--- src/verilog/pll_cal_pkg.sv ---
// Shared constants, field layouts and types of the PLL calibration and sync controls
package pll_cal_pkg;

    // Register indices; byte address is four times the index
    localparam logic [11:0] LOCK_CAL_CTRL_IDX   = 12'h018;
    localparam logic [11:0] SYNC_DELAY_IDX      = 12'h019;
    localparam logic [11:0] STATUS_IDX          = 12'h01A;
    localparam logic [11:0] UPDATE_IDX          = 12'h232;
    localparam logic [11:0] LOCK_CAL_CTRL_ADDR  = 12'(LOCK_CAL_CTRL_IDX * 4);
    localparam logic [11:0] SYNC_DELAY_ADDR     = 12'(SYNC_DELAY_IDX * 4);
    localparam logic [11:0] STATUS_ADDR         = 12'(STATUS_IDX * 4);
    localparam logic [11:0] UPDATE_ADDR         = 12'(UPDATE_IDX * 4);
    localparam int unsigned UPDATE_BIT          = 0;

    typedef struct packed {
        logic [2:0] reserved;
        logic       lock_window;
        logic       lock_detect_off;
        logic [1:0] calibration_clock_ratio;
        logic       calibration_trigger;
    } lock_cal_ctrl_type;

    typedef struct packed {
        logic [1:0] sync_mode;
        logic [2:0] ref_delay;
        logic [2:0] reserved;
    } sync_delay_type;

    typedef struct packed {
        logic [4:0] reserved;
        logic       trigger_active;
        logic       cal_busy;
        logic       locked;
    } status_type;

    localparam logic [7:0] LOCK_CAL_CTRL_RST = 8'h06;
    localparam logic [7:0] SYNC_DELAY_RST    = 8'h00;

    // Action of the loop counters on a resync pin edge
    localparam logic [1:0] SYNC_NONE  = 2'h0;
    localparam logic [1:0] SYNC_ASYNC = 2'h1;
    localparam logic [1:0] SYNC_SYNC  = 2'h2;
    localparam logic [1:0] SYNC_NONE2 = 2'h3;

    // Lock detector thresholds in reference clock cycles
    localparam logic [7:0] LOCK_WINDOW_CYC = 8'h02;
    localparam logic [7:0] UNLOCK_CYC      = 8'h04;
    // Length of one calibration in calibration clock ticks
    localparam logic [7:0] CAL_TICKS       = 8'h10;

    // Pin synchroniser order {sync_n, fb, ref} and its reset levels
    localparam int unsigned PIN_COUNT = 3;
    localparam logic [2:0]  PIN_RST   = 3'h4;

    typedef enum logic [1:0] {
        CAL_IDLE = 2'b01,
        CAL_RUN  = 2'b10
    } cal_state_type;

endpackage

--- src/verilog/cal_clock_divider.sv ---
// Divider that makes the calibration clock from the reference clock
`timescale 1ns/1ns
module cal_clock_divider (
    input  wire logic       ref_clk_i,
    input  wire logic       rst_n_i,
    input  wire logic [1:0] ratio_i,
    output logic            tick_o,
    output logic            cal_clk_o
);

    logic [3:0] cnt_q;
    logic [3:0] cnt_d;
    logic [3:0] mask;

    always_comb begin
        cnt_d = cnt_q + 4'h1;
        mask  = 4'((5'h02 << ratio_i) - 5'h01);
    end

    always_ff @(posedge ref_clk_i or negedge rst_n_i) begin
        if (!rst_n_i) begin
            cnt_q <= 4'h0;
        end else begin
            cnt_q <= cnt_d;
        end
    end

    // [RULE3] divide by power
    assign tick_o    = (cnt_q & mask) == mask;
    assign cal_clk_o = cnt_q[ratio_i];

    tick_div2_a: assert property (@(posedge ref_clk_i) disable iff (!rst_n_i) // [RULE3]
        (tick_o && ratio_i == 2'h0) |=> !tick_o ##1 (tick_o || ratio_i != 2'h0))
        else $error("divide by 2 tick spacing wrong");

    tick_div16_a: assert property (@(posedge ref_clk_i) disable iff (!rst_n_i) // [RULE3]
        ((tick_o && ratio_i == 2'h3) ##1 (ratio_i == 2'h3 && !tick_o)[*8]
            ##1 (ratio_i == 2'h3 && !tick_o)[*7]) |=> (tick_o || ratio_i != 2'h3))
        else $error("divide by 16 tick spacing wrong");

endmodule

--- src/verilog/pll_cal_sync_ctrl.sv ---
// Lock detect, calibration clock and trigger, resync action and reference delay controls
// Operation
// [RULE1] Lock detect runs at 0, off at 1
// [RULE2] Lock sets inside window, clears past threshold
// [RULE3] Calibration clock divides reference by 2..16
// [RULE4] Calibration starts on active trigger rising edge
// [RULE5] Controller ensures reference present before triggering
// [RULE6] Controller writes trigger 0, update, 1, update
// [RULE7] Written fields take effect on update bit
// [RULE8] Resync pin: none, async or sync counter reset
// [RULE9] Three-bit reference path delay, reset zero
//
// The Avalon-MM register port was chosen for this implementation.
`timescale 1ns/1ns
module pll_calibration_sync_controls (
    input  wire logic        ref_clk_i,
    input  wire logic        rst_n_i,
    input  wire logic [11:0] avs_address_i,
    input  wire logic        avs_read_i,
    input  wire logic        avs_write_i,
    input  wire logic [31:0] avs_writedata_i,
    input  wire logic [3:0]  avs_byteenable_i,
    output logic      [31:0] avs_readdata_o,
    output logic             avs_waitrequest_o,
    input  wire logic        ref_phase_i,
    input  wire logic        fb_phase_i,
    input  wire logic        sync_n_i,
    output logic             locked_o,
    output logic             cal_clk_o,
    output logic             cal_start_o,
    output logic             cal_busy_o,
    output logic             ctr_arst_o,
    output logic             ctr_srst_o,
    output logic      [2:0]  ref_delay_o,
    output logic             lock_window_o
);

    // Bus slave
    logic        ack_q, ack_d, wr_fire, upd;
    logic [31:0] rdata_q, rdata_d;

    pll_cal_pkg::lock_cal_ctrl_type lock_buf_q, lock_buf_d, lock_act_q, lock_act_d;
    pll_cal_pkg::sync_delay_type    sync_buf_q, sync_buf_d, sync_act_q, sync_act_d;
    pll_cal_pkg::status_type        status;

    assign avs_waitrequest_o = (avs_read_i | avs_write_i) & ~ack_q;
    assign avs_readdata_o    = rdata_q;
    assign wr_fire           = avs_write_i & ack_q & avs_byteenable_i[0];
    assign upd               = wr_fire & (avs_address_i == pll_cal_pkg::UPDATE_ADDR)
                               & avs_writedata_i[pll_cal_pkg::UPDATE_BIT];

    always_comb begin
        ack_d   = (avs_read_i | avs_write_i) & ~ack_q;
        rdata_d = rdata_q;
        if (avs_read_i && !ack_q) begin
            unique case (avs_address_i)
                pll_cal_pkg::LOCK_CAL_CTRL_ADDR: rdata_d = {24'h000000, lock_buf_q};
                pll_cal_pkg::SYNC_DELAY_ADDR:    rdata_d = {24'h000000, sync_buf_q};
                pll_cal_pkg::STATUS_ADDR:        rdata_d = {24'h000000, status};
                default:                         rdata_d = 32'h00000000;
            endcase
        end
    end

    always_ff @(posedge ref_clk_i or negedge rst_n_i) begin
        if (!rst_n_i) begin
            ack_q   <= 1'b0;
            rdata_q <= 32'h00000000;
        end else begin
            ack_q   <= ack_d;
            rdata_q <= rdata_d;
        end
    end

    // Buffered and active register sets
    always_comb begin
        lock_buf_d = lock_buf_q;
        sync_buf_d = sync_buf_q;
        lock_act_d = lock_act_q;
        sync_act_d = sync_act_q;
        if (wr_fire && avs_address_i == pll_cal_pkg::LOCK_CAL_CTRL_ADDR) begin
            lock_buf_d          = avs_writedata_i[7:0];
            lock_buf_d.reserved = 3'h0;
        end
        if (wr_fire && avs_address_i == pll_cal_pkg::SYNC_DELAY_ADDR) begin
            sync_buf_d          = avs_writedata_i[7:0];
            sync_buf_d.reserved = 3'h0;
        end
        // [RULE7] update copies buffer
        if (upd) begin
            lock_act_d = lock_buf_q;
            sync_act_d = sync_buf_q;
        end
    end

    always_ff @(posedge ref_clk_i or negedge rst_n_i) begin
        if (!rst_n_i) begin
            lock_buf_q <= pll_cal_pkg::LOCK_CAL_CTRL_RST;
            sync_buf_q <= pll_cal_pkg::SYNC_DELAY_RST;
            lock_act_q <= pll_cal_pkg::LOCK_CAL_CTRL_RST;
            sync_act_q <= pll_cal_pkg::SYNC_DELAY_RST;
        end else begin
            lock_buf_q <= lock_buf_d;
            sync_buf_q <= sync_buf_d;
            lock_act_q <= lock_act_d;
            sync_act_q <= sync_act_d;
        end
    end

    // [RULE9] reference path delay
    assign ref_delay_o   = sync_act_q.ref_delay;
    assign lock_window_o = lock_act_q.lock_window;

    update_copy_a: assert property (@(posedge ref_clk_i) disable iff (!rst_n_i) // [RULE7]
        upd |=> (lock_act_q == $past(lock_buf_q) && sync_act_q == $past(sync_buf_q)))
        else $error("active set not loaded on update");
    hold_active_a: assert property (@(posedge ref_clk_i) disable iff (!rst_n_i) // [RULE7]
        !upd |=> ($stable(lock_act_q) && $stable(sync_act_q)))
        else $error("active set changed without update");
    delay_out_a: assert property (@(posedge ref_clk_i) disable iff (!rst_n_i) // [RULE9]
        upd |=> ref_delay_o == $past(sync_buf_q.ref_delay))
        else $error("reference delay not taken from update");

    // Pin synchronisers: three stages, level moves when stages two and three agree
    logic [2:0] s1_q, s2_q, s3_q, lvl_q, lvl_d, rise, pins;

    assign pins = {sync_n_i, fb_phase_i, ref_phase_i};
    for (genvar g = 0; g < pll_cal_pkg::PIN_COUNT; g++) begin : g_pin
        assign lvl_d[g] = (s2_q[g] == s3_q[g]) ? s3_q[g] : lvl_q[g];
        assign rise[g]  = lvl_d[g] & ~lvl_q[g];
    end

    always_ff @(posedge ref_clk_i or negedge rst_n_i) begin
        if (!rst_n_i) begin
            s1_q  <= pll_cal_pkg::PIN_RST;
            s2_q  <= pll_cal_pkg::PIN_RST;
            s3_q  <= pll_cal_pkg::PIN_RST;
            lvl_q <= pll_cal_pkg::PIN_RST;
        end else begin
            s1_q  <= pins;
            s2_q  <= s1_q;
            s3_q  <= s2_q;
            lvl_q <= lvl_d;
        end
    end

    // Resync pin action on loop counters
    logic sync_fall, srst_q, srst_d;
    assign sync_fall = lvl_q[2] & ~lvl_d[2];

    always_comb begin
        // [RULE8] synchronous counter reset
        srst_d = sync_fall && (sync_act_q.sync_mode == pll_cal_pkg::SYNC_SYNC);
    end

    always_ff @(posedge ref_clk_i or negedge rst_n_i) begin
        if (!rst_n_i) begin
            srst_q <= 1'b0;
        end else begin
            srst_q <= srst_d;
        end
    end

    // [RULE8] asynchronous counter reset
    assign ctr_arst_o = (sync_act_q.sync_mode == pll_cal_pkg::SYNC_ASYNC) & ~lvl_q[2];
    assign ctr_srst_o = srst_q;

    srst_mode_a: assert property (@(posedge ref_clk_i) disable iff (!rst_n_i) // [RULE8]
        (sync_fall && sync_act_q.sync_mode == pll_cal_pkg::SYNC_SYNC) |=> ctr_srst_o)
        else $error("sync mode edge gave no counter reset");
    no_reset_a: assert property (@(posedge ref_clk_i) disable iff (!rst_n_i) // [RULE8]
        (sync_act_q.sync_mode[0] == sync_act_q.sync_mode[1])
            |-> (!ctr_arst_o && (!ctr_srst_o
                || $past(sync_act_q.sync_mode) == pll_cal_pkg::SYNC_SYNC)))
        else $error("counter reset in a do-nothing mode");
    arst_mode_a: assert property (@(posedge ref_clk_i) disable iff (!rst_n_i) // [RULE8]
        (sync_act_q.sync_mode != pll_cal_pkg::SYNC_ASYNC) |-> !ctr_arst_o)
        else $error("async reset outside async mode");

    // Digital lock detector on synchronised phase detector input edges
    logic       pend_ref_q, pend_ref_d, pend_fb_q, pend_fb_d, locked_q, locked_d, diff_valid;
    logic [7:0] gap_q, gap_d, diff;

    always_comb begin
        pend_ref_d = pend_ref_q;
        pend_fb_d  = pend_fb_q;
        gap_d      = gap_q;
        locked_d   = locked_q;
        diff_valid = 1'b0;
        diff       = gap_q;
        // [RULE1] detector off
        if (lock_act_q.lock_detect_off) begin
            pend_ref_d = 1'b0;
            pend_fb_d  = 1'b0;
            gap_d      = 8'h00;
            locked_d   = 1'b0;
        end else begin
            if (rise[0] && rise[1]) begin
                pend_ref_d = 1'b0;
                pend_fb_d  = 1'b0;
                diff_valid = 1'b1;
                diff       = 8'h00;
            end else if (rise[0]) begin
                diff_valid = pend_fb_q;
                pend_fb_d  = 1'b0;
                pend_ref_d = ~pend_fb_q;
                gap_d      = 8'h00;
            end else if (rise[1]) begin
                diff_valid = pend_ref_q;
                pend_ref_d = 1'b0;
                pend_fb_d  = ~pend_ref_q;
                gap_d      = 8'h00;
            end else if (pend_ref_q || pend_fb_q) begin
                gap_d = (gap_q == 8'hFF) ? gap_q : gap_q + 8'h01;
                if (gap_q > pll_cal_pkg::UNLOCK_CYC) begin
                    locked_d = 1'b0;
                end
            end
            // [RULE2] lock hysteresis
            if (diff_valid && diff < pll_cal_pkg::LOCK_WINDOW_CYC) begin
                locked_d = 1'b1;
            end else if (diff_valid && diff > pll_cal_pkg::UNLOCK_CYC) begin
                locked_d = 1'b0;
            end
        end
    end

    always_ff @(posedge ref_clk_i or negedge rst_n_i) begin
        if (!rst_n_i) begin
            pend_ref_q <= 1'b0;
            pend_fb_q  <= 1'b0;
            gap_q      <= 8'h00;
            locked_q   <= 1'b0;
        end else begin
            pend_ref_q <= pend_ref_d;
            pend_fb_q  <= pend_fb_d;
            gap_q      <= gap_d;
            locked_q   <= locked_d;
        end
    end

    assign locked_o = locked_q;

    lock_off_a: assert property (@(posedge ref_clk_i) disable iff (!rst_n_i) // [RULE1]
        lock_act_q.lock_detect_off |=> !locked_o)
        else $error("lock flag set while detector off");
    lock_set_a: assert property (@(posedge ref_clk_i) disable iff (!rst_n_i) // [RULE2]
        (!lock_act_q.lock_detect_off && diff_valid && diff < pll_cal_pkg::LOCK_WINDOW_CYC)
            |=> locked_o)
        else $error("lock flag not set inside window");
    lock_keep_a: assert property (@(posedge ref_clk_i) disable iff (!rst_n_i) // [RULE2]
        (locked_o && !lock_act_q.lock_detect_off && !(diff_valid
            && diff > pll_cal_pkg::UNLOCK_CYC) && gap_q <= pll_cal_pkg::UNLOCK_CYC)
            |=> locked_o)
        else $error("lock flag lost below threshold");

    // Calibration clock and sequencer
    logic                       cal_tick, cal_go;
    logic                       start_q, start_d;
    logic [7:0]                 ticks_q, ticks_d;
    pll_cal_pkg::cal_state_type cal_q, cal_d;

    cal_clock_divider u_div (
        .ref_clk_i (ref_clk_i),
        .rst_n_i   (rst_n_i),
        .ratio_i   (lock_act_q.calibration_clock_ratio),
        .tick_o    (cal_tick),
        .cal_clk_o (cal_clk_o)
    );

    // [RULE4] trigger rising edge
    assign cal_go = upd & lock_buf_q.calibration_trigger & ~lock_act_q.calibration_trigger;

    always_comb begin
        cal_d   = cal_q;
        ticks_d = ticks_q;
        start_d = cal_go;
        unique case (cal_q)
            pll_cal_pkg::CAL_IDLE: begin
                if (cal_go) begin
                    cal_d   = pll_cal_pkg::CAL_RUN;
                    ticks_d = 8'h00;
                end
            end
            pll_cal_pkg::CAL_RUN: begin
                if (cal_go) begin
                    ticks_d = 8'h00;
                end else if (cal_tick) begin
                    ticks_d = ticks_q + 8'h01;
                    if (ticks_q == pll_cal_pkg::CAL_TICKS - 8'h01) begin
                        cal_d = pll_cal_pkg::CAL_IDLE;
                    end
                end
            end
            default: begin
                cal_d   = pll_cal_pkg::CAL_IDLE;
                ticks_d = 8'h00;
            end
        endcase
    end

    always_ff @(posedge ref_clk_i or negedge rst_n_i) begin
        if (!rst_n_i) begin
            cal_q   <= pll_cal_pkg::CAL_IDLE;
            ticks_q <= 8'h00;
            start_q <= 1'b0;
        end else begin
            cal_q   <= cal_d;
            ticks_q <= ticks_d;
            start_q <= start_d;
        end
    end

    assign cal_start_o = start_q;
    assign cal_busy_o  = (cal_q == pll_cal_pkg::CAL_RUN);

    assign status = '{reserved: 5'h00, trigger_active: lock_act_q.calibration_trigger,
                      cal_busy: cal_busy_o, locked: locked_q};

    cal_start_a: assert property (@(posedge ref_clk_i) disable iff (!rst_n_i) // [RULE4]
        (upd && lock_buf_q.calibration_trigger && !lock_act_q.calibration_trigger)
            |=> (cal_start_o && cal_busy_o))
        else $error("trigger edge did not start calibration");
    cal_level_a: assert property (@(posedge ref_clk_i) disable iff (!rst_n_i) // [RULE4]
        $past(lock_act_q.calibration_trigger) |-> !cal_start_o)
        else $error("calibration started on held trigger");
    bus_wait_a: assert property (@(posedge ref_clk_i) disable iff (!rst_n_i) // Bus slave handshake
        ($rose(avs_read_i) || $rose(avs_write_i)) |-> avs_waitrequest_o ##1 !avs_waitrequest_o)
        else $error("bus answer not on second cycle");

endmodule

--- config.mk ---
export PLATFORM = sky130hd
export DESIGN_NAME = pll_calibration_sync_controls
export DESIGN_NICKNAME = d
export VERILOG_FILES = /design/src/verilog/pll_cal_pkg.sv /design/src/verilog/cal_clock_divider.sv /design/src/verilog/pll_cal_sync_ctrl.sv
export SDC_FILE = /design/constraint.sdc
export NUM_CORES = 1
export LEC_CHECK = 0
export BUFFER_PORTS_ARGS = -buffer_cell sky130_fd_sc_hd__buf_2
export CORE_ASPECT_RATIO = 1.5
export CORE_UTILIZATION = 38
export CTS_CLUSTER_DIAMETER = 50
export DETAILED_ROUTE_END_ITERATION = 10
export SLEW_MARGIN = 20
export SYNTH_ARGS = -nofsm -noshare
export SYNTH_HDL_FRONTEND = slang
export SYNTH_SLANG_ARGS = --single-unit
--- constraint.sdc ---
create_clock -name ref_clk_i -period 2 [get_ports ref_clk_i]
set_input_delay 0.1 -clock ref_clk_i [delete_from_list [all_inputs] [get_ports ref_clk_i]]
set_output_delay 0.1 -clock ref_clk_i [all_outputs]
set_load 0.02 [all_outputs]
Word level (Yosys, flattened, before mapping)
Index checks and enable logic that the tools add are counted.
Word-level totals
  flip-flop bits (word level): 92
  word-level logic and storage cells: 141
Cells by class
  bitwise logic cells: 21
  shifts and indexed selects: 1
  $lt $le $gt $ge: 4
  eq/ne operators: 24
  add/subtract/negate cells: 4
  multiplexer cells: 43
  reduce and logical (&&, ||, !) cells: 17
Operators with widths (number)
  2-to-1 mux 8 bit: 11
  == test 12 x 7 -> 1 bit (second input constant): 3
  2-to-1 mux 1 bit: 24
  case mux 8 bit (3 select lines): 1
  adder 8 x 1 -> 8 bit (second input constant): 2
  greater-than comparator 8 x 3 -> 1 bit (second input constant): 2
  case mux 8 bit (2 select lines): 1
  nonzero test 4 bit: 4
  == test 12 bit (second input constant): 1
  inequality test 4 x 2 -> 1 bit (second input constant): 3
  bitwise AND 1 bit: 11
  == test 8 x 4 -> 1 bit (second input constant): 1
  == test 8 bit (second input constant): 1
  < comparator 8 x 2 -> 1 bit (second input constant): 1
  2-to-1 mux 2 bit: 4
  inverter 1 bit: 8
  logical AND 1 bit: 7
  inequality test 2 bit (second input constant): 3
  AND reduction 5 bit: 1
  adder 4 x 1 -> 4 bit (second input constant): 1
  bitwise AND 4 bit: 1
  == test 2 x 1 -> 1 bit (second input constant): 2
  == test 2 bit (second input constant): 2
  == test 4 bit: 1
  15 further kinds: 18

Depth between registers and ports, before layout
Gate-level depths: netlist of the first run.
  depth after elaboration: 11
  mapped depth: 6

Modules after synthesis
From an unflattened synthesis of the first run, not the netlist that was laid out.
Unflattened totals
  cells, all modules: 294
  area, all modules: 3357.0 um2
By module, submodules not included
  pll_calibration_sync_controls: times used 1, sequential area each 1612.8 um2, area each 3174.3 um2, cells each 280
  cal_clock_divider: times used 1, sequential area each 100.1 um2, area each 182.7 um2, cells each 14

Least setup slack after synthesis of the first run
No wires, ideal clock.
  kind: register -> register
  start point: register u_div.cnt_q[3]
  end point: register ticks_q[6]
  path slack: 0.191 ns
  required time: 1.918 ns
  stages on the path, launching flop included: 6
  clock period less this slack: 1.809 ns
  arrival time: 1.727 ns
  path through: dfrtp_1 -> nand2b_2 -> a21boi_2 -> or4_4 -> or4_1 -> a31oi_1
Between the ends
  longest elaborated chain between the ends: 4
Ends and longest elaborated chain
  start: declaration: line cal_clock_divider.sv:11  | logic [3:0] cnt_q;
  start signal: assignment: line cal_clock_divider.sv:24  | cnt_q <= cnt_d;
  bitwise AND 4 bit: line cal_clock_divider.sv:29  | assign tick_o = (cnt_q & mask) == mask;
  == test 4 bit: line cal_clock_divider.sv:29
  inequality test 3 x 1 -> 1 bit (no source line)
  AND reduction 2 bit (no source line)
  end signal: assignment: line pll_cal_sync_ctrl.sv:309  | ticks_q <= ticks_d;
  end: declaration: line pll_cal_sync_ctrl.sv:260  | logic [7:0] ticks_q, ticks_d;
Every way passes these cells.
A chain may end at the register's enable or synchronous reset.

Final worst setup path of the first run
  start point: register ticks_q[0]
  end point: register ticks_q[6]
Between the ends
  longest elaborated chain between the ends: 4
Ends and longest elaborated chain
  adder 8 x 1 -> 8 bit: line pll_cal_sync_ctrl.sv:289  | ticks_d = ticks_q + 8'h01;
  2-to-1 mux 8 bit: line pll_cal_sync_ctrl.sv:288  | end else if (cal_tick) begin
  2-to-1 mux 8 bit: line pll_cal_sync_ctrl.sv:286  | if (cal_go) begin
  case mux 8 bit (2 select lines): line pll_cal_sync_ctrl.sv:278  | unique case (cal_q)
Every way passes these cells. The select of a mux whose other input is x is not followed.

==> impl_metrics.env, run 1 <==
export IMPL_crit_family="simple AND/OR/NAND/NOR gates"
export IMPL_placement_cell_area_sq_mm=0.00374
export IMPL_timing_clock_skew_ns=0.00635
export IMPL_grt_pass1_wl_mm=11.5
export IMPL_cts_sinks=68
export IMPL_cellLeakagePower_nw=1.98
export IMPL_worstSkewPairLatency_ns=0.33
export IMPL_async_reset_ff_share_pct=100
export IMPL_finalNetCount=442
export IMPL_critical_path_startpoint_type="flip-flop"
export IMPL_worstSetupStartpoint="ticks_q[0]$_DFFE_PN0P_"
export IMPL_max_vdd_ir_drop_mv=0.550
export IMPL_routedWlPerCell_um=13.6
export IMPL_die_y_um=118
export IMPL_critical_path_cell_chain="ha_1 -> nand2_1 -> or4_4 -> or4_1 -> a31oi_1"
export IMPL_gp_routability_congestion=0.798
export IMPL_global_route_overflow_total=0
export IMPL_first_global_vias=2477
export IMPL_max_cap_violation_count=0
export IMPL_clockBufferDepth=2
export IMPL_finalSetupViolCount=0
export IMPL_critPathMaxStageDelay_ns=0.51
export IMPL_postSynthCellCount=314
export IMPL_crit_path_end="ticks_q[6]$_DFFE_PN0P_"
export IMPL_design_power_total_mw=3.43
export IMPL_die_area_sq_mm=0.00932
export IMPL_tritoncts_num_buffers=9
export IMPL_cellPowerDensity_mw_per_mm2=835
export IMPL_numPlacedInstances=471
export IMPL_timing_max_transition_violations_final=0
export IMPL_number_of_antenna_violations_at_the_first_check_in_global_routing=0
export IMPL_detailed_place_hpwl_mm=4.86
export IMPL_critPathSlowestCell="sky130_fd_sc_hd__or4_4"
export IMPL_syn_area_sq_mm=0.00339
export IMPL_top_level_ports=98
export IMPL_critical_path_cell_count=5
export IMPL_r2r_end="ticks_q[6]$_DFFE_PN0P_"
export IMPL_root_buffer_master="sky130_fd_sc_hd__clkbuf_16"
export IMPL_synthToLayoutAreaGrowth_pct=21.0
export IMPL_criticalPathCategory="flip-flop to flip-flop"
export IMPL_postRouteWirelength_mm=6.73
export IMPL_multi_input_area_sq_mm=0.00151
export IMPL_rsz_0062_raised_after_global_routing="false"
export IMPL_groute_usage_overall_pct=16.1
export IMPL_synth_largest_area_cell="sky130_fd_sc_hd__dfrtp_1"
export IMPL_timing_rr_start="ticks_q[0]$_DFFE_PN0P_"
export IMPL_floorplan_core_area_sq_mm=0.00852
export IMPL_fp_row_count=41
export IMPL_setup_worst_path_end_class="flip-flop"
export IMPL_cts_setup_buffers=0
export IMPL_layout_worst_path_cycle_share_pct=95.5
export IMPL_final_layout_size_suffix_gt1_share_pct=29.6
export IMPL_finish_cell_count_without_fillers=495
export IMPL_run_status="complete, no violations"
export IMPL_reg2reg_depth=5
export IMPL_postSynthAreaPerCell_sq_um=10.8
export IMPL_synth_area_leaders="sky130_fd_sc_hd__dfrtp_1 (44%), sky130_fd_sc_hd__dfstp_2 (7.0%), sky130_fd_sc_hd__mux2_2 (6.6%)"
export IMPL_antenna_violating_nets_post_route=0
export IMPL_worstPathRequired_ns=2.25
export IMPL_cts_repair_resized=0
export IMPL_synth_enable_flop_cells=0
export IMPL_commonest_register_cell_after_synthesis="sky130_fd_sc_hd__dfrtp_1"
export IMPL_numPortBuffers=46
export IMPL_timing_setup_tns_ns=0
export IMPL_timing_final_hold_violations=0
export IMPL_ys_types=58
export IMPL_worstPathBufferInverterCount=0
export IMPL_post_cts_hold_buffer_count=8
export IMPL_via_count=2567
export IMPL_timing_fmax_mhz=524
export IMPL_post_synth_top_count_cell="sky130_fd_sc_hd__dfrtp_1"
export IMPL_setup_reg_to_reg_worst_slack_ns=0.09
export IMPL_hp_class="input pin to flip-flop"
export IMPL_clock_transition_at_the_register_clock_pins_on_the_worst_setup_and_hold_paths_after_cts_ns=0.05
export IMPL_synth_top_cells_by_count="sky130_fd_sc_hd__dfrtp_1 (59), sky130_fd_sc_hd__nand2_1 (29), sky130_fd_sc_hd__buf_4 (27)"
export IMPL_min_period_ns=1.91
export IMPL_critPathMaxFanout=5
export IMPL_antenna_fix_cells=0
export IMPL_post_synth_top_area_fraction_pct=43.5
export IMPL_layout_filler_cells=824
export IMPL_route_detailed_drc=0
export IMPL_crit_arrival_ns=2.16
export IMPL_cts_max_level=3
export IMPL_drtPass1Iterations=4
export IMPL_die_width_um=79.1
export IMPL_synth_warning_count=0
export IMPL_yosys_register_bits=68
export IMPL_starting_density_of_the_core_pct=39.8
export IMPL_finalInstanceArea_sq_mm=0.00410
export IMPL_maximum_number_of_pins_on_one_net_before_global_route_repair=69
export IMPL_sequential_cell_area_sq_mm=0.00171
export IMPL_cts_tree="yes"
export IMPL_detailed_router_s_first_iteration_violation_count=152
export IMPL_synth_seq_area_share_pct=50.5
export IMPL_via_per_inst=5.19
## cells in the final DEF (no fill, tap or decap), types with 4 or more instances in the layout
master / count
sky130_fd_sc_hd__dfrtp_1: 59
sky130_fd_sc_hd__buf_2: 46
sky130_fd_sc_hd__nand2_1: 29
sky130_fd_sc_hd__conb_1: 24
sky130_fd_sc_hd__mux2_2: 20
sky130_fd_sc_hd__nor2_1: 19
sky130_fd_sc_hd__a21oi_1: 15
sky130_fd_sc_hd__buf_4: 15
sky130_fd_sc_hd__o21ai_0: 12
sky130_fd_sc_hd__dfstp_2: 9
sky130_fd_sc_hd__clkbuf_16: 9
sky130_fd_sc_hd__nor3_1: 8
sky130_fd_sc_hd__dlygate4sd3_1: 8
sky130_fd_sc_hd__or3_1: 7
sky130_fd_sc_hd__nand2b_1: 6
sky130_fd_sc_hd__inv_1: 6
sky130_fd_sc_hd__a22o_1: 6
sky130_fd_sc_hd__mux2i_1: 6
sky130_fd_sc_hd__nor4_1: 5
sky130_fd_sc_hd__nand4_1: 4
sky130_fd_sc_hd__nand3_1: 4
sky130_fd_sc_hd__nand3b_1: 4
sky130_fd_sc_hd__ha_1: 4
## kinds of logic (layout without fill, tap and decap cells)
logic type / Yosys count / after routing / synth area share (%)
simple gates: 110 / 110 / 18.6
flops: 68 / 68 / 50.5
compound gates: 57 / 57 / 11.1
buf+inv: 42 / 93 / 7.64
mux: 27 / 27 / 9.19
fa+ha+maj: 7 / 7 / 2.36
xor+xnor: 2 / 2 / 0.517
other cells: 1 / 24 / 0.111
## cell type report
| type | count | area share (%) |
|---|---|---|
| flip-flops and latches | 68 | 41.7 |
| repair buffers | 70 | 10.8 |
| clock buffers | 13 | 6.34 |
| inverters | 7 | 0.640 |
| clock inverters | 3 | 0.518 |
| multi-input cells | 227 | 36.7 |
| well taps | 107 | 3.26 |
## worst min path at each step
stage	start	endpoint	depth (start not counted)
finish	avs_writedata_i[4]	sync_buf_q[4]$_DFFE_PN0P_	2
global route	avs_writedata_i[4]	sync_buf_q[4]$_DFFE_PN0P_	2
CTS	avs_writedata_i[4]	sync_buf_q[4]$_DFFE_PN0P_	2
detailed placement	rst_n_i	ref_delay_o[1]$_DFFE_PN0P_	2
floorplan	rst_n_i	ack_q$_DFF_PN0_	0
global placement	rst_n_i	ref_delay_o[1]$_DFFE_PN0P_	2
## registers in the layout, summed over array words and instances, names as in the netlist, 4 cells and up
signal and cells:
lock_buf_q 5, sync_buf_q 5, gap_q 8, ticks_q 8, lock_act_q 4, avs_readdata_o 8
u_div.cnt_q 4
## worst register-to-register path, cell delays in order (launching register included)
cell	delay (ns)
sky130_fd_sc_hd__dfrtp_1	0.39
sky130_fd_sc_hd__ha_1	0.21
sky130_fd_sc_hd__nand2_1	0.07
sky130_fd_sc_hd__or4_4	0.51
sky130_fd_sc_hd__or4_1	0.48
sky130_fd_sc_hd__a31oi_1	0.17
## where the power goes
| group | internal [mW] | switching [mW] |
|---|---|---|
| clock network | 0.907 | 0.575 |
| logic | 0.173 | 0.259 |
| registers | 1.45 | 0.0641 |
| total | 2.53 | 0.899 |
## metal layers
| layer | part of all wire (%) | routed length, um | vias up | GRT usage (%) |
|---|---|---|---|---|
| met5 | 0 | 0 | - | 0 |
| met4 | 2.1 | 142 | 0 | 8.07 |
| met3 | 3.6 | 242 | 8 | 4.50 |
| met2 | 51 | 3420 | 67 | 25.4 |
| met1 | 44 | 2930 | 1257 | 20.0 |
| li1 | - | - | 1235 | - |
## per-stage QoR
| step | setup slack, ns | hold slack, ns | utilization, % |
|---|---|---|---|
| after CTS | 0.0854 | 0.00512 | 48.2 |
| after detailed placement | 0.100 | 0.151 | 43.9 |
| after floorplan | 0.191 | -0.196 | - |
| after global placement | 0.138 | 0.148 | 43.9 |
| final | 0.0908 | 0.0158 | 48.2 |
| after global routing | 0.0209 | 0.00907 | 48.2 |
Note: power is estimated with default switching activity, not from simulation.
==> inputs of run 2 (changes only) <==
--- a/config.mk
+++ b/config.mk
@@ -8,6 +8,7 @@
 export BUFFER_PORTS_ARGS = -buffer_cell sky130_fd_sc_hd__buf_2
 export CORE_ASPECT_RATIO = 1.5
 export CORE_UTILIZATION = 38
+export CTS_BUF_LIST = sky130_fd_sc_hd__clkbuf_8
 export CTS_CLUSTER_DIAMETER = 50
 export DETAILED_ROUTE_END_ITERATION = 10
 export SLEW_MARGIN = 20
==> impl_metrics.env, run 2 (synthesized netlist as in run 1, its figures left out) <==
export IMPL_antenna_fix_cells=0
export IMPL_cellLeakagePower_nw=1.95
export IMPL_groute_usage_overall_pct=16.1
export IMPL_cellPowerDensity_mw_per_mm2=736
export IMPL_worstSkewPairLatency_ns=0.35
export IMPL_final_layout_size_suffix_gt1_share_pct=29.3
export IMPL_cts_setup_buffers=0
export IMPL_layout_commonest_cell="sky130_fd_sc_hd__dfrtp_1"
export IMPL_worstPathRequired_ns=2.26
export IMPL_internal_power_mw=2.13
export IMPL_number_of_antenna_violations_at_the_first_check_in_global_routing=0
export IMPL_critical_path_cell_chain="ha_1 -> nand2_1 -> or4_4 -> or4_1 -> a31oi_1"
export IMPL_critPathMaxFanout=5
export IMPL_min_period_ns=1.91
export IMPL_worst_hold_slack_ns=0.0267
export IMPL_starting_density_of_the_core_pct=39.8
export IMPL_fp_row_count=41
export IMPL_worstPathBufferInverterCount=0
export IMPL_crit_path_end="ticks_q[6]$_DFFE_PN0P_"
export IMPL_setup_reg_to_reg_worst_slack_ns=0.09
export IMPL_crit_family="simple AND/OR/NAND/NOR gates"
export IMPL_clockBufferDepth=2
export IMPL_numPlacedInstances=471
export IMPL_share_clk_of_total_power_pct=34.5
export IMPL_route_detailed_drc=0
export IMPL_cts_max_level=3
export IMPL_gp_routability_congestion=0.798
export IMPL_grt_pass1_wl_mm=11.6
export IMPL_critical_path_startpoint_type="flip-flop"
export IMPL_hp_class="input pin to flip-flop"
export IMPL_setup_worst_path_end_class="flip-flop"
export IMPL_timing_setup_tns_ns=0
export IMPL_clock_transition_at_the_register_clock_pins_on_the_worst_setup_and_hold_paths_after_cts_ns=0.07
export IMPL_finalNetCount=446
export IMPL_reg2reg_depth=5
export IMPL_via_count=2546
export IMPL_power_switching_fraction_pct=28.4
export IMPL_net_switching_power_mw=0.844
export IMPL_antenna_violating_nets_post_route=0
export IMPL_max_vdd_ir_drop_mv=0.426
export IMPL_synthToLayoutAreaGrowth_pct=19.2
export IMPL_design_power_total_mw=2.98
export IMPL_die_y_um=118
export IMPL_run_status="complete, no violations"
export IMPL_critPathSlowestCell="sky130_fd_sc_hd__or4_4"
export IMPL_timing_fmax_mhz=523
export IMPL_root_buffer_master="sky130_fd_sc_hd__clkbuf_8"
export IMPL_timing_final_hold_violations=0
export IMPL_floorplan_core_area_sq_mm=0.00852
export IMPL_drtPass1Iterations=4
export IMPL_timing_max_transition_violations_final=0
export IMPL_cts_sinks=68
export IMPL_postRouteWirelength_mm=6.77
export IMPL_holdPathStages=3
export IMPL_global_route_overflow_total=0
export IMPL_via_per_inst=5.10
export IMPL_r2r_end="ticks_q[6]$_DFFE_PN0P_"
export IMPL_routedWlPerCell_um=13.6
export IMPL_detailed_place_hpwl_mm=4.86
export IMPL_timing_rr_start="ticks_q[0]$_DFFE_PN0P_"
export IMPL_worstSetupStartpoint="ticks_q[0]$_DFFE_PN0P_"
export IMPL_die_width_um=79.1
export IMPL_power_share_combinational_pct=14.8
export IMPL_critPathMaxStageDelay_ns=0.51
export IMPL_numPortBuffers=46
export IMPL_power_frac_seq_pct=50.7
export IMPL_critical_path_cell_count=5
export IMPL_layout_worst_path_cycle_share_pct=95.7
export IMPL_cts_tree="yes"
export IMPL_timing_clock_skew_ns=0.00632
export IMPL_rsz_0062_raised_after_global_routing="false"
export IMPL_finalSetupViolCount=0
export IMPL_first_global_vias=2509
export IMPL_tritoncts_num_buffers=9
export IMPL_max_cap_violation_count=0
export IMPL_end_of_flow_core_utilization_pct=47.5
export IMPL_criticalPathCategory="flip-flop to flip-flop"
export IMPL_top_level_ports=98
export IMPL_final_cell_mix="sky130_fd_sc_hd__dfrtp_1 (59), sky130_fd_sc_hd__buf_2 (46), sky130_fd_sc_hd__nand2_1 (29), sky130_fd_sc_hd__conb_1 (24), sky130_fd_sc_hd__mux2_2 (20)"
export IMPL_die_area_sq_mm=0.00932
export IMPL_detailed_router_s_first_iteration_violation_count=162
export IMPL_crit_arrival_ns=2.18
export IMPL_finish_cell_count_without_fillers=499
export IMPL_maximum_number_of_pins_on_one_net_before_global_route_repair=69
-- run 2: changes by cell type in the layout (fill, tap and decap cells not counted), sizes merged --
| cell | before | now |
|---|---|---|
| clkbuf | 13 | 11 |
| dlygate4sd3 | 8 | 12 |
| inv | 6 | 8 |
-- run 2: through the flow --
step / worst slack [ns] / instance area (sq um)
finish: 0.0862 / 4040
global route: 0.0127 / 4040
CTS: 0.0794 / 4040
detailed placement: 0.100 / 3740
global placement: 0.138 / 3740
floorplan: 0.191 / 3480
-- run 2: worst min-delay path, delay by kind of cell --
kind                   cells  cell delay (ns)
buffers and inverters      1             0.09
and+or+nand+nor            2             0.13
-- run 2: layer usage --
| layer | track usage [%] | vias up | part of all wire, % |
|---|---|---|---|
| li1 | - | 1243 | - |
| met1 | 20.0 | 1234 | 44 |
| met2 | 26.3 | 61 | 51 |
| met3 | 3.72 | 8 | 3.0 |
| met4 | 7.16 | 0 | 1.8 |
| met5 | 0 | - | 0 |
-- run 2: timing repair --
action,CTS,global route
hold endpoints to repair,72,0
endpoints found under the setup margin,0,0
gates resized for setup,0,0
hold buffers,12,0
-- run 2: power groups by stage --
stage	combinational, mW	sequential, mW	clock (mW)
after floorplan	0.292	1.53	0
after global placement	0.415	1.53	0
after detailed placement	0.423	1.54	0
after CTS	0.442	1.51	1.07
after global routing	0.499	1.52	1.12
final	0.439	1.51	1.03
-- run 2: layout make-up --
cell class | count | area (sq um)
clock inverters | 5 | 28.8
fillers | 840 | 4470
well taps | 107 | 134
clock buffers | 11 | 151
flip-flops and latches | 68 | 1710
multi-input cells | 227 | 1510
inverters | 7 | 26.3
repair buffers | 74 | 483
-- run 2: worst min-delay path by stage --
stage	slack [ns]	endpoint	start
finish	0.03	ack_q$_DFF_PN0_	avs_read_i
CTS	0.0008	ack_q$_DFF_PN0_	avs_read_i
detailed placement	0.15	ref_delay_o[1]$_DFFE_PN0P_	rst_n_i
global route	0.05	ack_q$_DFF_PN0_	avs_read_i
floorplan	-0.20	ack_q$_DFF_PN0_	rst_n_i
global placement	0.15	ref_delay_o[1]$_DFFE_PN0P_	rst_n_i
==> inputs of run 3 (changes only) <==
--- a/config.mk
+++ b/config.mk
@@ -5,6 +5,7 @@
 export SDC_FILE = /design/constraint.sdc
 export NUM_CORES = 1
 export LEC_CHECK = 0
+export ABC_AREA = 1
 export BUFFER_PORTS_ARGS = -buffer_cell sky130_fd_sc_hd__buf_2
 export CORE_ASPECT_RATIO = 1.5
 export CORE_UTILIZATION = 38
==> impl_metrics.env, run 3 <==
export IMPL_run_status="complete, no violations"
export IMPL_postSynthAreaPerCell_sq_um=8.65
export IMPL_power_switching_fraction_pct=27.2
export IMPL_fp_row_count=42
export IMPL_critPathMaxFanout=11
export IMPL_grt_busiest_layer="met2"
export IMPL_number_of_antenna_violations_at_the_first_check_in_global_routing=0
export IMPL_detailed_place_hpwl_mm=5.19
export IMPL_finish_cell_count_without_fillers=591
export IMPL_layout_commonest_cell="sky130_fd_sc_hd__nand2_1"
export IMPL_final_cell_mix="sky130_fd_sc_hd__nand2_1 (99), sky130_fd_sc_hd__dfrtp_1 (59), sky130_fd_sc_hd__inv_1 (50), sky130_fd_sc_hd__buf_2 (46)"
export IMPL_cts_repair_resized=0
export IMPL_floorplan_core_area_sq_mm=0.00899
export IMPL_globalRouteMet3Util_pct=3.92
export IMPL_setup_worst_path_end_class="flip-flop"
export IMPL_critPathMaxStageDelay_ns=0.36
export IMPL_slew_limit_headroom_pct=58.0
export IMPL_grt_met2_usage_pct=25.4
export IMPL_cellPowerDensity_mw_per_mm2=696
export IMPL_via_count=2745
export IMPL_postSynthCellCount=412
export IMPL_detailed_router_s_first_iteration_violation_count=140
export IMPL_antenna_violating_nets_post_route=0
export IMPL_grtUsageMet1_pct=18.2
export IMPL_route_detailed_drc=0
export IMPL_post_synth_top_area_fraction_pct=41.4
export IMPL_finalSetupViolCount=0
export IMPL_hp_class="input pin to flip-flop"
export IMPL_synth_area_leaders="sky130_fd_sc_hd__dfrtp_1 (41%), sky130_fd_sc_hd__nand2_1 (10%), sky130_fd_sc_hd__dfstp_2 (6.6%)"
export IMPL_share_clk_of_total_power_pct=39.3
export IMPL_tritoncts_num_buffers=9
export IMPL_die_y_um=121
export IMPL_finalNetCount=535
export IMPL_starting_density_of_the_core_pct=39.7
export IMPL_synth_seq_area_share_pct=48.1
export IMPL_final_layout_size_suffix_gt1_share_pct=23.1
export IMPL_internal_power_mw=2.09
export IMPL_antenna_fix_cells=0
export IMPL_critical_path_cell_chain="nand2_1 -> nor2_2 -> inv_1 -> nand2_1 -> nand2_1 -> nand2_1 -> nand2_1 -> o21ai_0 -> nor2_1"
export IMPL_clock_transition_at_the_register_clock_pins_on_the_worst_setup_and_hold_paths_after_cts_ns=0.07
export IMPL_top_level_ports=98
export IMPL_async_reset_ff_share_pct=100
export IMPL_timing_final_hold_violations=0
export IMPL_net_switching_power_mw=0.782
export IMPL_post_synth_top_count_cell="sky130_fd_sc_hd__nand2_1"
export IMPL_cts_max_level=3
export IMPL_cts_sinks=68
export IMPL_worstSkewPairLatency_ns=0.35
export IMPL_synth_enable_flop_cells=0
export IMPL_synth_top_cells_by_count="sky130_fd_sc_hd__nand2_1 (99), sky130_fd_sc_hd__dfrtp_1 (59), sky130_fd_sc_hd__inv_1 (50)"
export IMPL_yosys_register_bits=68
export IMPL_critical_path_startpoint_type="flip-flop"
export IMPL_crit_arrival_ns=1.93
export IMPL_end_of_flow_core_utilization_pct=46.0
export IMPL_timing_worst_slew_pin_value_ns=0.630
export IMPL_post_cts_hold_buffer_count=9
export IMPL_synthToLayoutAreaGrowth_pct=15.9
export IMPL_grt_pass1_wl_mm=11.4
export IMPL_cellLeakagePower_nw=2.10
export IMPL_setup_reg_to_reg_worst_slack_ns=0.31
export IMPL_synth_largest_area_cell="sky130_fd_sc_hd__dfrtp_1"
export IMPL_criticalPathCategory="flip-flop to flip-flop"
export IMPL_global_route_overflow_total=0
export IMPL_via_per_inst=4.64
export IMPL_drtPass1Iterations=4
export IMPL_power_share_combinational_pct=10.9
export IMPL_timing_setup_tns_ns=0
export IMPL_maximum_number_of_pins_on_one_net_before_global_route_repair=28
export IMPL_timing_max_transition_violations_final=0
export IMPL_power_frac_seq_pct=49.8
export IMPL_cts_tree="yes"
export IMPL_layout_worst_path_cycle_share_pct=84.6
export IMPL_design_power_total_mw=2.87
export IMPL_groute_usage_overall_pct=15.4
export IMPL_min_period_ns=1.69
export IMPL_worstPathRequired_ns=2.23
export IMPL_first_global_vias=2580
export IMPL_routedWlPerCell_um=11.3
export IMPL_syn_area_sq_mm=0.00356
export IMPL_synth_warning_count=0
export IMPL_die_area_sq_mm=0.00978
export IMPL_clockBufferDepth=2
export IMPL_postRouteWirelength_mm=6.67
export IMPL_max_cap_violation_count=0
export IMPL_layout_filler_cells=913
export IMPL_gp_routability_congestion=0.818
export IMPL_rsz_0062_raised_after_global_routing="false"
export IMPL_max_vdd_ir_drop_mv=0.423
export IMPL_cts_setup_buffers=0
export IMPL_numPlacedInstances=566
export IMPL_timing_fmax_mhz=591
export IMPL_numPortBuffers=46
export IMPL_die_width_um=81.1
export IMPL_timing_clock_skew_ns=0.00691
export IMPL_root_buffer_master="sky130_fd_sc_hd__clkbuf_8"
export IMPL_ys_types=40
export IMPL_commonest_register_cell_after_synthesis="sky130_fd_sc_hd__dfrtp_1"
export IMPL_critPathSlowestCell="sky130_fd_sc_hd__dfrtp_1"
export IMPL_cpMostUsedCell="sky130_fd_sc_hd__nand2_1"
==> run 3: changes by cell type after synthesis, moves of 10 or more <==
cell and delta:
sky130_fd_sc_hd__inv_1 +44, sky130_fd_sc_hd__inv_2 +10, sky130_fd_sc_hd__o21ai_1 +22, sky130_fd_sc_hd__nand3_1 +20
sky130_fd_sc_hd__nand2_1 +70, sky130_fd_sc_hd__mux2_2 -20
==> run 3: kinds of logic (layout without fill, tap and decap cells) <==
logic type / Yosys count / in the layout / synth area share [%]
buf+inv: 90 / 136 / 12.6
compound gates: 52 / 52 / 7.87
flops: 68 / 68 / 48.1
xor+xnor: 6 / 6 / 1.47
other cells: 1 / 24 / 0.105
mux: 5 / 5 / 1.79
simple gates: 185 / 185 / 26.4
fa+ha+maj: 5 / 5 / 1.69
==> run 3: layer usage <==
metal  wire length, um  part of all wire (%)
met5                 0                     0
met4               135                   2.0
met3               243                   3.6
met2              3430                    51
met1              2860                    43
==> run 3: layout make-up <==
| class | instances | area, sq um | share of cell area, % |
|---|---|---|---|
| clock inverters | 7 | 77.6 | 1.88 |
| flip-flops and latches | 68 | 1710 | 41.5 |
| clock buffers | 9 | 124 | 3.00 |
| well taps | 110 | 138 | 3.33 |
| multi-input cells | 277 | 1490 | 36.0 |
| repair buffers | 59 | 363 | 8.79 |
| inverters | 61 | 229 | 5.54 |
==> run 3: final timing paths <==
| check | from | depth (start not counted) | to |
|---|---|---|---|
| max | s2_q[1]$_DFF_PN0_ | 9 | gap_q[6]$_DFFE_PN0P_ |
| min | avs_writedata_i[4] | 3 | lock_buf_q[4]$_DFFE_PN0P_ |
| max reg2reg | s2_q[1]$_DFF_PN0_ | 9 | gap_q[6]$_DFFE_PN0P_ |
| min reg2reg | s1_q[2]$_DFF_PN1_ | 0 | s2_q[2]$_DFF_PN1_ |
| max in group asynchronous | rst_n_i | 3 | cal_q[0]$_DFFE_PN1P_ |
| min in group asynchronous | rst_n_i | 2 | s1_q[1]$_DFF_PN0_ |
==> run 3: through the flow <==
stage | instance area (sq um) | worst slack (ns) | hold slack (ns)
floorplan | 3650 | 0.551 | -0.196
global placement | 3840 | 0.352 | 0.153
detailed placement | 3840 | 0.310 | 0.154
CTS | 4130 | 0.295 | 0.0200
global route | 4130 | 0.0274 | 0.0251
finish | 4130 | 0.308 | 0.0270
==> run 3: worst max-delay path: cells and delay by family, from the launching register on <==
kind	cells	cell delay, ns
buffers and inverters	1	0.08
AND/OR/NAND/NOR	7	0.97
flip-flops	1	0.36
AO/OA/AOI/OAI	1	0.17
==> run 3: power by group through the flow <==
stage | Clock [mW] | Sequential [mW] | Combinational (mW)
3_3_place_gp | 0 | 1.46 | 0.303
2_1_floorplan | 0 | 1.45 | 0.236
5_1_grt | 1.24 | 1.43 | 0.358
4_1_cts | 1.16 | 1.43 | 0.320
6_report | 1.13 | 1.43 | 0.314
3_5_place_dp | 0 | 1.46 | 0.307
